$ cat config.mk
export PLATFORM = sky130hd
export DESIGN_NAME = dtu_top
export DESIGN_NICKNAME = d
export VERILOG_FILES = /design/src/dtu_pkg.sv /design/src/dtu_apb.sv /design/src/dtu_cmp.sv /design/src/dtu_top.sv
export SDC_FILE = /design/constraint.sdc
export NUM_CORES = 1
export LEC_CHECK = 0
export BUFFER_PORTS_ARGS = -buffer_cell sky130_fd_sc_hd__buf_2
export CAP_MARGIN = 25
export CORE_MARGIN = 4
export CORE_UTILIZATION = 54
export DETAILED_ROUTE_END_ITERATION = 6
export PLACE_DENSITY = 0.77
export SETUP_SLACK_MARGIN = 0.3
export SYNTH_ARGS = -nofsm -noshare
export SYNTH_HDL_FRONTEND = slang
export SYNTH_SLANG_ARGS = --single-unit
$ cat constraint.sdc
create_clock -name pclk -period 3.1 [get_ports pclk]
set_input_delay 0.62 -clock pclk [delete_from_list [all_inputs] [get_ports pclk]]
set_output_delay 0.62 -clock pclk [all_outputs]
set_load 0.005 [all_outputs]
$ cat src/dtu_pkg.sv
// package with register map, field positions and enumerations of the debug trigger unit
//
// Contract
// - three comparators compare address with pc or data
// - comparator a also compares masked data bus; range modes here ignore its data and mask, qualifying on direction only
// - exact or range match, range from range control
// - qualify enabled: direction must equal selection
// - opcode mode ignores data, mask and direction
// - opcode mode cleared: match data access addresses
// - any match can move sequencer to chosen state
// - no recheck of original match condition later
// - match0,1,3 from a,b,d outside range modes
// - resume at breakpoint address fires again, disarms
// - match at swi vector may double interrupt
// - background entry and commands leave unit untouched
// - select 0 writes only, select 1 reads only
// - stored address bits equal bus bits
// - final state breakpoint, return to state 0
// - address registers writable only while disarmed
package dtu_pkg;
    // register byte offsets
    localparam logic [7:0] DTU_CTRL_OFS    = 8'h00; // arm, manual trigger, state
    localparam logic [7:0] DTU_RANGE_OFS   = 8'h04; // range control register
    localparam logic [7:0] DTU_STATUS_OFS  = 8'h08; // sticky event flags (ro)
    localparam logic [7:0] DTU_CLEAR_OFS   = 8'h0c; // write one to clear (wo)
    localparam logic [7:0] DTU_IRQEN_OFS   = 8'h10; // interrupt enable
    localparam logic [7:0] DTU_ACTL_OFS    = 8'h20; // comparator a control
    localparam logic [7:0] DTU_AADDR_OFS   = 8'h24; // comparator a address
    localparam logic [7:0] DTU_ADATA_OFS   = 8'h28; // comparator a data bytes
    localparam logic [7:0] DTU_AMASK_OFS   = 8'h2c; // comparator a data mask
    localparam logic [7:0] DTU_BCTL_OFS    = 8'h30; // comparator b control
    localparam logic [7:0] DTU_BADDR_OFS   = 8'h34; // comparator b address
    localparam logic [7:0] DTU_DCTL_OFS    = 8'h40; // comparator d control
    localparam logic [7:0] DTU_DADDR_OFS   = 8'h44; // comparator d address
    // comparator control fields
    localparam int CC_QUAL_BIT = 0;   // access type qualify
    localparam int CC_DIR_BIT  = 1;   // direction select, 1 read
    localparam int CC_OPC_BIT  = 2;   // opcode address match
    localparam int CC_EN_BIT   = 3;   // comparator enable
    localparam int CC_NXT_LSB  = 4;   // next state field, 2 bits
    // control register fields
    localparam int CR_ARM_BIT  = 0;   // arm
    localparam int CR_MANUAL_TRIGGER_BIT_BIT = 1;   // manual trigger bit (self clearing)
    localparam int CR_ST_LSB   = 4;   // sequencer state (ro), 2 bits
    // range control values
    localparam logic [1:0] RNG_OFF     = 2'h0; // simple matches
    localparam logic [1:0] RNG_INSIDE  = 2'h1; // a <= addr <= b
    localparam logic [1:0] RNG_OUTSIDE = 2'h2; // addr < a or addr > b
    // status bits
    localparam int ST_MA  = 0;  // match 0
    localparam int ST_MB  = 1;  // match 1
    localparam int ST_MD  = 2;  // match 3
    localparam int ST_BRK = 3;  // breakpoint
    localparam int NEV    = 4;  // event count
    // reset values
    localparam logic [31:0] DTU_RST = 32'h0000_0000;
    localparam logic [3:0]  FINAL_NEXT = 4'h0; // next-state code for final
    typedef enum logic [1:0] {SEQ_IDLE, SEQ_S1, SEQ_S2, SEQ_S3} dtu_seq_e;
endpackage

$ cat src/dtu_apb.sv
// apb slave decode for the debug trigger unit
module dtu_apb
    import dtu_pkg::*;
(
    input  wire logic        psel,     // select
    input  wire logic        penable,  // access phase
    input  wire logic        pwrite,   // direction
    input  wire logic [7:0]  paddr,    // byte address
    output logic             wr_go,    // write takes effect
    output logic             rd_go,    // read taken
    output logic [5:0]       widx,     // word index
    output logic             unmapped  // no register at address
);
    // one-cycle access phase, pready registered in dtu_top one cycle after setup
    assign wr_go = psel && penable && pwrite;
    assign rd_go = psel && penable && !pwrite;
    assign widx  = paddr[7:2];
    // decode known offsets
    always_comb begin
        case (paddr)
            DTU_CTRL_OFS, DTU_RANGE_OFS, DTU_STATUS_OFS, DTU_CLEAR_OFS, DTU_IRQEN_OFS,
            DTU_ACTL_OFS, DTU_AADDR_OFS, DTU_ADATA_OFS, DTU_AMASK_OFS,
            DTU_BCTL_OFS, DTU_BADDR_OFS, DTU_DCTL_OFS, DTU_DADDR_OFS: unmapped = 1'b0;
            default: unmapped = 1'b1;
        endcase
    end
endmodule // dtu_apb

$ cat src/dtu_cmp.sv
// one address comparator with optional masked data compare
module dtu_cmp
    import dtu_pkg::*;
#(
    parameter bit HAS_DATA = 1'b0
) (
    input  wire logic [31:0] ctl,       // comparator control
    input  wire logic [23:0] addr_ref,  // stored address
    input  wire logic [31:0] data_ref,  // stored data
    input  wire logic [31:0] data_msk,  // 1 = bit compared
    input  wire logic        opc_vld,   // opcode reaching execute
    input  wire logic [23:0] opc_pc,    // its address
    input  wire logic        acc_vld,   // data access strobe
    input  wire logic [23:0] acc_addr,  // data access address
    input  wire logic [31:0] acc_data,  // data access data
    input  wire logic        acc_rd,    // 1 read, 0 write
    output logic             hit,       // exact match this cycle
    output logic             qual       // access qualifies for range
);
    logic dir_ok;  // direction qualification
    logic dat_ok;  // masked data compare
    // direction qualify: 0 writes, 1 reads
    assign dir_ok = !ctl[CC_QUAL_BIT] || (ctl[CC_DIR_BIT] == acc_rd);
    assign dat_ok = !HAS_DATA || (((acc_data ^ data_ref) & data_msk) == 32'h0);
    // opcode mode ignores data and direction
    always_comb begin
        if (!ctl[CC_EN_BIT]) begin
            hit  = 1'b0;
            qual = 1'b0;
        end else if (ctl[CC_OPC_BIT]) begin
            hit  = opc_vld && (opc_pc == addr_ref);
            qual = opc_vld;
        end else begin
            hit  = acc_vld && (acc_addr == addr_ref) && dir_ok && dat_ok;
            qual = acc_vld && dir_ok;
        end
    end
endmodule // dtu_cmp

$ cat src/dtu_top.sv
// debug trigger unit: three comparators, sequencer, apb registers, interrupt
//
// Chosen here: the register addresses and the APB interface to the registers.
module dtu_top
    import dtu_pkg::*;
(
    input  wire logic        pclk,       // bus clock
    input  wire logic        presetn,    // async reset, low
    input  wire logic        psel,       // apb select
    input  wire logic        penable,    // apb enable
    input  wire logic        pwrite,     // apb write
    input  wire logic [7:0]  paddr,      // apb address
    input  wire logic [31:0] pwdata,     // apb write data
    output logic [31:0]      prdata,     // apb read data
    output logic             pready,     // apb ready
    output logic             pslverr,    // apb error
    input  wire logic        opc_vld,    // opcode reaching execute
    input  wire logic [23:0] opc_pc,     // its address
    input  wire logic        acc_vld,    // data access strobe
    input  wire logic [23:0] acc_addr,   // data access address
    input  wire logic [31:0] acc_data,   // data access data
    input  wire logic        acc_rd,     // 1 read, 0 write
    input  wire logic        bg_entry,   // background entry or command
    output logic             match0_q,   // match 0 pulse
    output logic             match1_q,   // match 1 pulse
    output logic             match3_q,   // match 3 pulse
    output logic             brk_q,      // breakpoint pulse
    output logic             armed_q,    // unit armed
    output logic             irq_q       // level interrupt
);
    // configuration registers
    logic [31:0] actl_q, bctl_q, dctl_q;  // comparator controls
    logic [23:0] aadr_q, badr_q, dadr_q;  // comparator addresses
    logic [31:0] adat_q, amsk_q;          // comparator a data and mask
    logic [1:0]  rng_q;                   // range mode
    logic [NEV-1:0] sts_q, ien_q;         // status and enable
    dtu_seq_e    seq_q;                   // sequencer state
    logic        manual_trigger_bit_q;                  // manual trigger request
    // bus decode
    logic wr_go, rd_go, unmapped;
    logic [5:0] widx;
    logic hit_a, hit_b, hit_d, q_a, q_b, q_d;
    logic in_rng, m0, m1, m3, fire;
    logic [1:0] nxt;
    logic [NEV-1:0] ev;
    logic [31:0] rd_d;

    dtu_apb u_apb (
        .psel     (psel),
        .penable  (penable),
        .pwrite   (pwrite),
        .paddr    (paddr),
        .wr_go    (wr_go),
        .rd_go    (rd_go),
        .widx     (widx),
        .unmapped (unmapped)
    );

    // comparator a with data compare
    dtu_cmp #(.HAS_DATA(1'b1)) u_cmp_a (
        .ctl(actl_q), .addr_ref(aadr_q), .data_ref(adat_q), .data_msk(amsk_q),
        .opc_vld(opc_vld), .opc_pc(opc_pc), .acc_vld(acc_vld), .acc_addr(acc_addr),
        .acc_data(acc_data), .acc_rd(acc_rd), .hit(hit_a), .qual(q_a)
    );
    // comparator b, address only
    dtu_cmp #(.HAS_DATA(1'b0)) u_cmp_b (
        .ctl(bctl_q), .addr_ref(badr_q), .data_ref(32'h0), .data_msk(32'h0),
        .opc_vld(opc_vld), .opc_pc(opc_pc), .acc_vld(acc_vld), .acc_addr(acc_addr),
        .acc_data(acc_data), .acc_rd(acc_rd), .hit(hit_b), .qual(q_b)
    );
    // comparator d, address only
    dtu_cmp #(.HAS_DATA(1'b0)) u_cmp_d (
        .ctl(dctl_q), .addr_ref(dadr_q), .data_ref(32'h0), .data_msk(32'h0),
        .opc_vld(opc_vld), .opc_pc(opc_pc), .acc_vld(acc_vld), .acc_addr(acc_addr),
        .acc_data(acc_data), .acc_rd(acc_rd), .hit(hit_d), .qual(q_d)
    );

    // match mapping, range pairs a with b on match 0
    always_comb begin
        logic [23:0] ca;
        ca     = actl_q[CC_OPC_BIT] ? opc_pc : acc_addr;
        in_rng = (ca >= aadr_q) && (ca <= badr_q);
        case (rng_q)
            RNG_INSIDE: begin
                m0 = q_a && in_rng;
                m1 = 1'b0;
            end
            RNG_OUTSIDE: begin
                m0 = q_a && !in_rng;
                m1 = 1'b0;
            end
            default: begin
                m0 = hit_a;
                m1 = hit_b;
            end
        endcase
        m3 = hit_d;
    end

    // next state from highest-priority match, manual trigger first
    always_comb begin
        fire = armed_q && (manual_trigger_bit_q || m0 || m1 || m3);
        if (manual_trigger_bit_q)  nxt = 2'h0;
        else if (m0) nxt = actl_q[CC_NXT_LSB +: 2];
        else if (m1) nxt = bctl_q[CC_NXT_LSB +: 2];
        else         nxt = dctl_q[CC_NXT_LSB +: 2];
    end

    // match outputs pulse once per qualifying access, no memory of past data
    always_ff @(posedge pclk or negedge presetn) begin
        if (!presetn) begin
            match0_q <= 1'b0;
            match1_q <= 1'b0;
            match3_q <= 1'b0;
        end else begin
            match0_q <= armed_q && m0;
            match1_q <= armed_q && m1;
            match3_q <= armed_q && m3;
        end
    end

    // sequencer; next code 0 means final: breakpoint and disarm on the same edge
    always_ff @(posedge pclk or negedge presetn) begin
        if (!presetn) begin
            seq_q   <= SEQ_IDLE;
            armed_q <= 1'b0;
            brk_q   <= 1'b0;
        end else begin
            brk_q <= 1'b0;
            // bg_entry is deliberately not used here
            if (wr_go && widx == DTU_CTRL_OFS[7:2] && pwdata[CR_ARM_BIT] && !armed_q) begin
                armed_q <= 1'b1;
                seq_q   <= SEQ_S1;
            end else if (wr_go && widx == DTU_CTRL_OFS[7:2] && !pwdata[CR_ARM_BIT]) begin
                armed_q <= 1'b0;
                seq_q   <= SEQ_IDLE;
            end else if (fire) begin
                if ({2'h0, nxt} == FINAL_NEXT[3:0]) begin
                    brk_q   <= 1'b1;
                    armed_q <= 1'b0;
                    seq_q   <= SEQ_IDLE;
                end else begin
                    seq_q <= dtu_seq_e'(nxt);
                end
            end
        end
    end

    // manual trigger bit, self clearing
    always_ff @(posedge pclk or negedge presetn) begin
        if (!presetn) manual_trigger_bit_q <= 1'b0;
        else          manual_trigger_bit_q <= wr_go && widx == DTU_CTRL_OFS[7:2] && pwdata[CR_MANUAL_TRIGGER_BIT_BIT]
                                && pwdata[CR_ARM_BIT] && armed_q;
    end

    // configuration writes; comparator registers only while disarmed
    always_ff @(posedge pclk or negedge presetn) begin
        if (!presetn) begin
            actl_q <= DTU_RST; bctl_q <= DTU_RST; dctl_q <= DTU_RST;
            aadr_q <= DTU_RST[23:0]; badr_q <= DTU_RST[23:0]; dadr_q <= DTU_RST[23:0];
            adat_q <= DTU_RST; amsk_q <= DTU_RST;
            rng_q  <= DTU_RST[1:0];
            ien_q  <= DTU_RST[NEV-1:0];
        end else if (wr_go) begin
            if (widx == DTU_IRQEN_OFS[7:2]) ien_q <= pwdata[NEV-1:0];
            if (!armed_q) begin
                case (widx)
                    DTU_RANGE_OFS[7:2]: rng_q  <= pwdata[1:0];
                    DTU_ACTL_OFS[7:2]:  actl_q <= pwdata;
                    DTU_AADDR_OFS[7:2]: aadr_q <= pwdata[23:0];
                    DTU_ADATA_OFS[7:2]: adat_q <= pwdata;
                    DTU_AMASK_OFS[7:2]: amsk_q <= pwdata;
                    DTU_BCTL_OFS[7:2]:  bctl_q <= pwdata;
                    DTU_BADDR_OFS[7:2]: badr_q <= pwdata[23:0];
                    DTU_DCTL_OFS[7:2]:  dctl_q <= pwdata;
                    DTU_DADDR_OFS[7:2]: dadr_q <= pwdata[23:0];
                    default: ;
                endcase
            end
        end
    end

    // sticky status, set wins over clear
    assign ev = {brk_q, match3_q, match1_q, match0_q};
    always_ff @(posedge pclk or negedge presetn) begin
        if (!presetn) sts_q <= DTU_RST[NEV-1:0];
        else if (wr_go && widx == DTU_CLEAR_OFS[7:2]) sts_q <= (sts_q & ~pwdata[NEV-1:0]) | ev;
        else sts_q <= sts_q | ev;
    end

    // level interrupt
    always_ff @(posedge pclk or negedge presetn) begin
        if (!presetn) irq_q <= 1'b0;
        else          irq_q <= |(sts_q & ien_q);
    end

    // read mux
    always_comb begin
        case (widx)
            DTU_CTRL_OFS[7:2]:   rd_d = {26'h0, seq_q, 3'h0, armed_q};
            DTU_RANGE_OFS[7:2]:  rd_d = {30'h0, rng_q};
            DTU_STATUS_OFS[7:2]: rd_d = {28'h0, sts_q};
            DTU_IRQEN_OFS[7:2]:  rd_d = {28'h0, ien_q};
            DTU_ACTL_OFS[7:2]:   rd_d = actl_q;
            DTU_AADDR_OFS[7:2]:  rd_d = {8'h0, aadr_q};
            DTU_ADATA_OFS[7:2]:  rd_d = adat_q;
            DTU_AMASK_OFS[7:2]:  rd_d = amsk_q;
            DTU_BCTL_OFS[7:2]:   rd_d = bctl_q;
            DTU_BADDR_OFS[7:2]:  rd_d = {8'h0, badr_q};
            DTU_DCTL_OFS[7:2]:   rd_d = dctl_q;
            DTU_DADDR_OFS[7:2]:  rd_d = {8'h0, dadr_q};
            default:             rd_d = 32'h0;
        endcase
    end

    // apb answers: registered data and error, ready one cycle after setup
    always_ff @(posedge pclk or negedge presetn) begin
        if (!presetn) begin
            prdata  <= 32'h0;
            pready  <= 1'b0;
            pslverr <= 1'b0;
        end else begin
            pready  <= psel && !penable;
            pslverr <= psel && !penable && unmapped;
            prdata  <= (psel && !penable && !pwrite) ? rd_d : 32'h0;
        end
    end
    logic unused_rd;
    assign unused_rd = rd_go ^ bg_entry;
endmodule // dtu_top

==> results of run 1 <==
[flip-flops by register name, summed over array words and instances (netlist names)]
signal and count:
actl_q 32, adat_q 32, amsk_q 32, bctl_q 32, dctl_q 32, prdata 32
aadr_q 24, badr_q 24, dadr_q 24, ien_q 4, sts_q 4, rng_q 2
seq_q 2, armed_q 1, brk_q 1, irq_q 1, manual_trigger_bit_q 1, match0_q 1
match1_q 1, match3_q 1, pready 1, pslverr 1
[cell families after synthesis]
kind of cell | after synthesis | share of synthesized area
muxes | 227 | 0.165
and+or+nand+nor | 251 | 0.0818
AOI/OAI and AO/OA | 266 | 0.125
buffers and inverters | 115 | 0.0292
xor gates and xnor gates | 177 | 0.100
DFF | 285 | 0.460
adders and majority gates | 49 | 0.0396
[metrics by stage]
| step | power [µW] | TNS, ps | instance area (µm²) | hold WS (ps) |
|---|---|---|---|---|
| final | 9320 | -1050 | 19500 | 38.0 |
| after global routing | 9610 | -1320 | 19500 | 96.1 |
| after CTS | 9300 | -714 | 19500 | 85.6 |
| after detailed placement | 5480 | -1070 | 18100 | 437 |
| after global placement | 5450 | -936 | 18100 | 435 |
| after floorplan | 4730 | 0 | 15600 | 324 |
[critical path, cell delays in order (launching register included)]
cell	delay, ps
dfrtp_2	480
buf_12	160
buf_16	130
mux2_4	330
ha_4	220
a21o_1	170
a21o_1	220
a221oi_2	280
o21a_2	280
and2_4	190
o211a_1	220
nor2_2	70
mux2_4	300
a32o_1	200
[layout by cell type, fill, tap and decap left out, types with 6 or more instances in the layout]
cell,count
nand2_1,88
clkbuf_8,8
ha_4,14
nor2_1,36
mux2_2,204
buf_2,166
a222oi_1,45
mux2i_1,7
buf_12,13
clkbuf_1,6
inv_1,52
mux2_4,12
a21o_1,10
nand4_1,28
ha_1,35
o21ai_0,52
nor3_1,11
nor4_1,36
nand3_1,15
xor2_1,131
xnor2_1,46
clkbuf_16,31
o21ai_1,6
a31oi_1,30
buf_4,155
a22oi_1,53
nor3_2,6
dfrtp_1,284
a221oi_1,6
a21oi_1,27
[cell type report]
cell class | count | area share
multi-input cells | 970 | 0.424
flip-flops and latches | 285 | 0.366
repair buffers | 341 | 0.121
clock buffers | 45 | 0.0466
well taps | 378 | 0.0242
inverters | 54 | 0.0106
clock inverters | 13 | 0.00776
[cells in the mapped netlist, types with 9 or more instances]
library cell / instances / area share
dfrtp_1: 285 / 0.46
mux2_2: 215 / 0.16
xor2_1: 131 / 0.074
nand2_1: 89 / 0.022
o21ai_0: 57 / 0.018
a22oi_1: 53 / 0.026
inv_1: 52 / 0.013
ha_1: 49 / 0.040
xnor2_1: 46 / 0.026
a222oi_1: 45 / 0.029
nor2_1: 40 / 0.0097
clkbuf_1: 38 / 0.0092
nor4_1: 37 / 0.015
a21oi_1: 31 / 0.010
a31oi_1: 30 / 0.012
nand4_1: 28 / 0.011
nor3_1: 16 / 0.0052
nand3_1: 15 / 0.0048
buf_2: 13 / 0.0042
a21o_1: 10 / 0.0048
buf_1: 9 / 0.0022
[metal layers]
| layer | vias up | global-route usage | wire length (µm) |
|---|---|---|---|
| li1 | 5705 | - | - |
| met1 | 6644 | 0.474 | 22400 |
| met2 | 691 | 0.565 | 25800 |
| met3 | 127 | 0.0584 | 4630 |
| met4 | 0 | 0.135 | 2560 |
| met5 | - | 0 | 0 |
[how the worst max path moves through the flow]
stage	startpoint	endpoint	slack, ps	depth (start not counted)
2_1_floorplan	actl_q[2]	seq_q[1]	120	12
3_3_place_gp	opc_pc[11]	seq_q[1]	-260	14
3_5_place_dp	acc_addr[1]	seq_q[1]	-280	13
4_1_cts	actl_q[2]	seq_q[1]	-190	14
5_1_grt	actl_q[2]	seq_q[1]	-320	14
6_report	actl_q[2]	seq_q[1]	-280	13
[repair_timing]
action	in CTS	in global routing
cloned	2	0
endpoints found under the hold margin	0	0
gates resized for setup	33	9
setup endpoints to repair	5	5
pin swaps	12	3
setup buffers	6	0
[power by group through the flow]
stage	combinational, µW	sequential [µW]	clock, µW
after floorplan	642	4090	0
after global placement	1340	4100	0
after detailed placement	1370	4120	0
after CTS	1420	4050	3820
after global routing	1560	4070	3980
final	1460	4060	3810
==> impl_metrics.tcl, run 1 <==
set metrics [dict create \
    fin_cells 2086 \
    wl_per_cell_um 26.6 \
    grt_setup_unrepaired "true" \
    overflow 0 \
    fmax_ghz 0.296 \
    clk_pin_slew_ps 60 \
    synth_cell_types 67 \
    drv_cap 0 \
    slew_headroom 0.477 \
    outcome "complete, but fails checks" \
    multi_input_area_um2 8270 \
    ys_warn_count 0 \
    grt_max_degree 98 \
    p_comb_frac 0.156 \
    hold_violations 0 \
    antenna_left 0 \
    clock_latency_ps 580 \
    power_frac_clock 0.408 \
    numCtsBuffers 31 \
    cp.arrival_ps 3860 \
    synthesis.instances 1370 \
    critPathRequiredTime_ps 3580 \
    cp-end-kind "flop" \
    dp_cells 2020 \
    p_per_area_nw_per_um2 478 \
    cts_tree "yes" \
    crit_type "reg -> reg" \
    cts_hold_buf 0 \
    r2r_end "seq_q[1]" \
    peakVddDrop_uv 413 \
    die_x_um 177 \
    finalSetupViolCount 5 \
    n_fill_cell 2013 \
    synth_enable_flop_cells 0 \
    ctsHtreeMaxLevel 1 \
    drv_slew 0 \
    syn_area_per_cell_um2 11.3 \
    fin_nets 1861 \
    syn_area_um2 15500 \
    ys_seq_area_frac 0.460 \
    swShare 0.279 \
    ff2ff_setup_slack_ps -280 \
    via_per_inst 6.31 \
    cellLeakagePower_uw 0.00933 \
    antenna_found_initial 0 \
    grt_usage 0.349 \
    cts_root_buf "clkbuf_16" \
    grt_pass1_wl_um 82500 \
    syn-num-nets 1548 \
    first_pass_iters 7 \
    core-area_um2 28000 \
    num_rows 61 \
    cp_max_fo 6 \
    cts.sinks 285 \
    fin_skew_ps 8.64 \
    syn_to_final_growth_pct 25.9 \
    ys_ff_latch 285 \
    post-dp-hpwl_um 41700 \
    start_util 0.553 \
    dieArea_um2 31500 \
    fin_crit_sh 1.09 \
    violations "DRC, setup timing" \
    min_path_type "in -> async" \
    utilization 0.696 \
    setup_slack_ps -280 \
    post-place-ws_ps -281 \
    first_iter_violations 1565 \
    rr_startpoint "actl_q[2]" \
    intPower_uw 6720 \
    period_needed_ps 3380 \
    grt_pass1_vias 13400 \
    antenna_cells 0 \
    vias 13200 \
    cp-start-kind "flop" \
    async_reset_ff_frac 1.00 \
    io_buffers 167 \
    drt_wl_total_um 55400 \
    boundaryPins 169 \
    seq_area_um2 7130 \
    die_height_um 177 \
    p_switching_uw 2600 \
    drive_gt1_frac 0.389 \
    r2r_cells 13 \
    pwr-share-seq 0.435 \
    gp_congestion 1.06 \
    cts.path.max_buffers 3 \
    synth_ff_type "dfrtp_1" \
    drc 9 \
    worst_pin_slew_ps 784 \
]
Power figures use the tool's default switching activity.
==> run 2: changes to the inputs <==
--- a/config.mk
+++ b/config.mk
@@ -5,12 +5,13 @@
 export SDC_FILE = /design/constraint.sdc
 export NUM_CORES = 1
 export LEC_CHECK = 0
-export BUFFER_PORTS_ARGS = -buffer_cell sky130_fd_sc_hd__buf_2
 export CAP_MARGIN = 25
 export CORE_MARGIN = 4
-export CORE_UTILIZATION = 54
+export CORE_UTILIZATION = 58
 export DETAILED_ROUTE_END_ITERATION = 6
-export PLACE_DENSITY = 0.77
+export DONT_BUFFER_PORTS = 1
+export GPL_TIMING_DRIVEN = 1
+export PLACE_DENSITY = 0.76
 export SETUP_SLACK_MARGIN = 0.3
 export SYNTH_ARGS = -nofsm -noshare
 export SYNTH_HDL_FRONTEND = slang
==> impl_metrics.tcl, run 2 (synthesis gave the netlist of run 1 again) <==
set metrics [dict create \
    slew_headroom 0.462 \
    ff2ff_setup_slack_ps -350 \
    violations "DRC, hold timing, setup timing" \
    via_per_inst 6.85 \
    min_path_type "in -> async" \
    tns_ps -1220 \
    die_x_um 171 \
    whs_ps -259 \
    cp-end-kind "flop" \
    drt_wl_total_um 53400 \
    fin_skew_ps 16.6 \
    clk_pin_slew_ps 60 \
    wl_per_cell_um 29.8 \
    die_height_um 171 \
    grt_usage 0.361 \
    vias 12300 \
    grt_setup_unrepaired "true" \
    fin_cells 1795 \
    first_pass_iters 7 \
    cp.arrival_ps 3890 \
    io_buffers 0 \
    cp_max_fo 4 \
    cellLeakagePower_uw 0.00815 \
    final_common_cell "dfrtp_1" \
    cts.sinks 285 \
    r2r_cells 14 \
    worst_pin_slew_ps 807 \
    grt_pass1_wl_um 78800 \
    num_rows 59 \
    drv_cap 0 \
    core-area_um2 26200 \
    first_iter_violations 1666 \
    crit_type "reg -> reg" \
    fmax_ghz 0.290 \
    antenna_found_initial 1 \
    setup_slack_ps -345 \
    p_per_area_nw_per_um2 480 \
    numCtsBuffers 29 \
    finalSetupViolCount 4 \
    post-dp-hpwl_um 39200 \
    fin_crit_sh 1.11 \
    dp_cells 1739 \
    period_needed_ps 3450 \
    dieArea_um2 29400 \
    hold_violations 285 \
    gp_congestion 0.970 \
    cts_tree "yes" \
    peakVddDrop_uv 440 \
    grt_pass1_vias 12400 \
    drive_gt1_frac 0.291 \
    clock_latency_ps 580 \
    boundaryPins 169 \
    critPathRequiredTime_ps 3550 \
    r2r_end "seq_q[1]" \
    cp-start-kind "flop" \
    fin_nets 1621 \
    syn_to_final_growth_pct 15.2 \
    grt_max_degree 286 \
    outcome "complete, but fails checks" \
    utilization 0.681 \
    start_util 0.591 \
    final_cell_mix "dfrtp_1, mux2_2, xor2_1" \
    antenna_left 0 \
    cts.path.max_buffers 3 \
    rr_startpoint "actl_q[2]" \
    drc 24 \
    ctsHtreeMaxLevel 1 \
    overflow 0 \
    drv_slew 0 \
    cts_root_buf "clkbuf_16" \
]
-- run 2: repair_timing --
action,in CTS,in global routing
hold endpoints to repair,285,285
setup buffers,3,3
pin swaps,8,16
cloned,1,1
setup endpoints to repair,5,5
gates resized for setup,15,35
-- run 2: layout make-up --
| cell class | count | area, µm² |
|---|---|---|
| Antenna cell | 1 | 2.50 |
| Tap cell | 335 | 419 |
| Multi-Input combinational cell | 970 | 8320 |
| Inverter | 54 | 203 |
| Sequential cell | 285 | 7130 |
| Clock buffer | 42 | 835 |
| Fill cell | 1951 | 8360 |
| Timing Repair Buffer | 103 | 860 |
| Clock inverter | 5 | 72.6 |
-- run 2: routing by layer --
layer | share of wire | vias to the layer above | track usage | wire length [µm]
li1 | - | 5213 | - | -
met1 | 0.39 | 6238 | 0.492 | 21000
met2 | 0.46 | 712 | 0.568 | 24500
met3 | 0.11 | 132 | 0.0910 | 5810
met4 | 0.040 | 0 | 0.124 | 2110
met5 | 0 | - | 0 | 0
-- run 2: worst max-delay path, cell delays in order (launching register included) --
cell and delay, ps:
dfrtp_2 470, clkbuf_16 190, mux2_4 320, buf_4 150
ha_4 260, nand4_1 110, buf_4 190, nor4_4 240
buf_4 170, o31ai_2 90, a31oi_4 280, o211a_1 250
nor2_2 70, mux2_4 300, a32o_1 210
-- run 2: worst max path at each step --
stage | from | to | cells past startpoint
floorplan | actl_q[2] | seq_q[1] | 12
global placement | actl_q[2] | seq_q[1] | 11
detailed placement | actl_q[2] | seq_q[1] | 13
CTS | actl_q[2] | seq_q[1] | 13
global route | actl_q[2] | seq_q[1] | 14
finish | actl_q[2] | seq_q[1] | 14
-- run 2: power by group --
group          switching, µW  internal (µW)  total, µW  leakage [µW]
combinational            569            493       1060       0.00399
sequential               188           3890       4080       0.00372
clock                   1470           1940       3410      0.000445
-- run 2: per-stage QoR --
step	cell area [µm²]	power [µW]	hold WS (ps)	setup slack, ps
2_1_floorplan	15600	4730	324	117
3_3_place_gp	16600	5080	337	-239
3_5_place_dp	16600	5100	337	-324
4_1_cts	17600	8520	-273	-238
5_1_grt	17800	8840	-268	-376
6_report	17800	8560	-259	-345
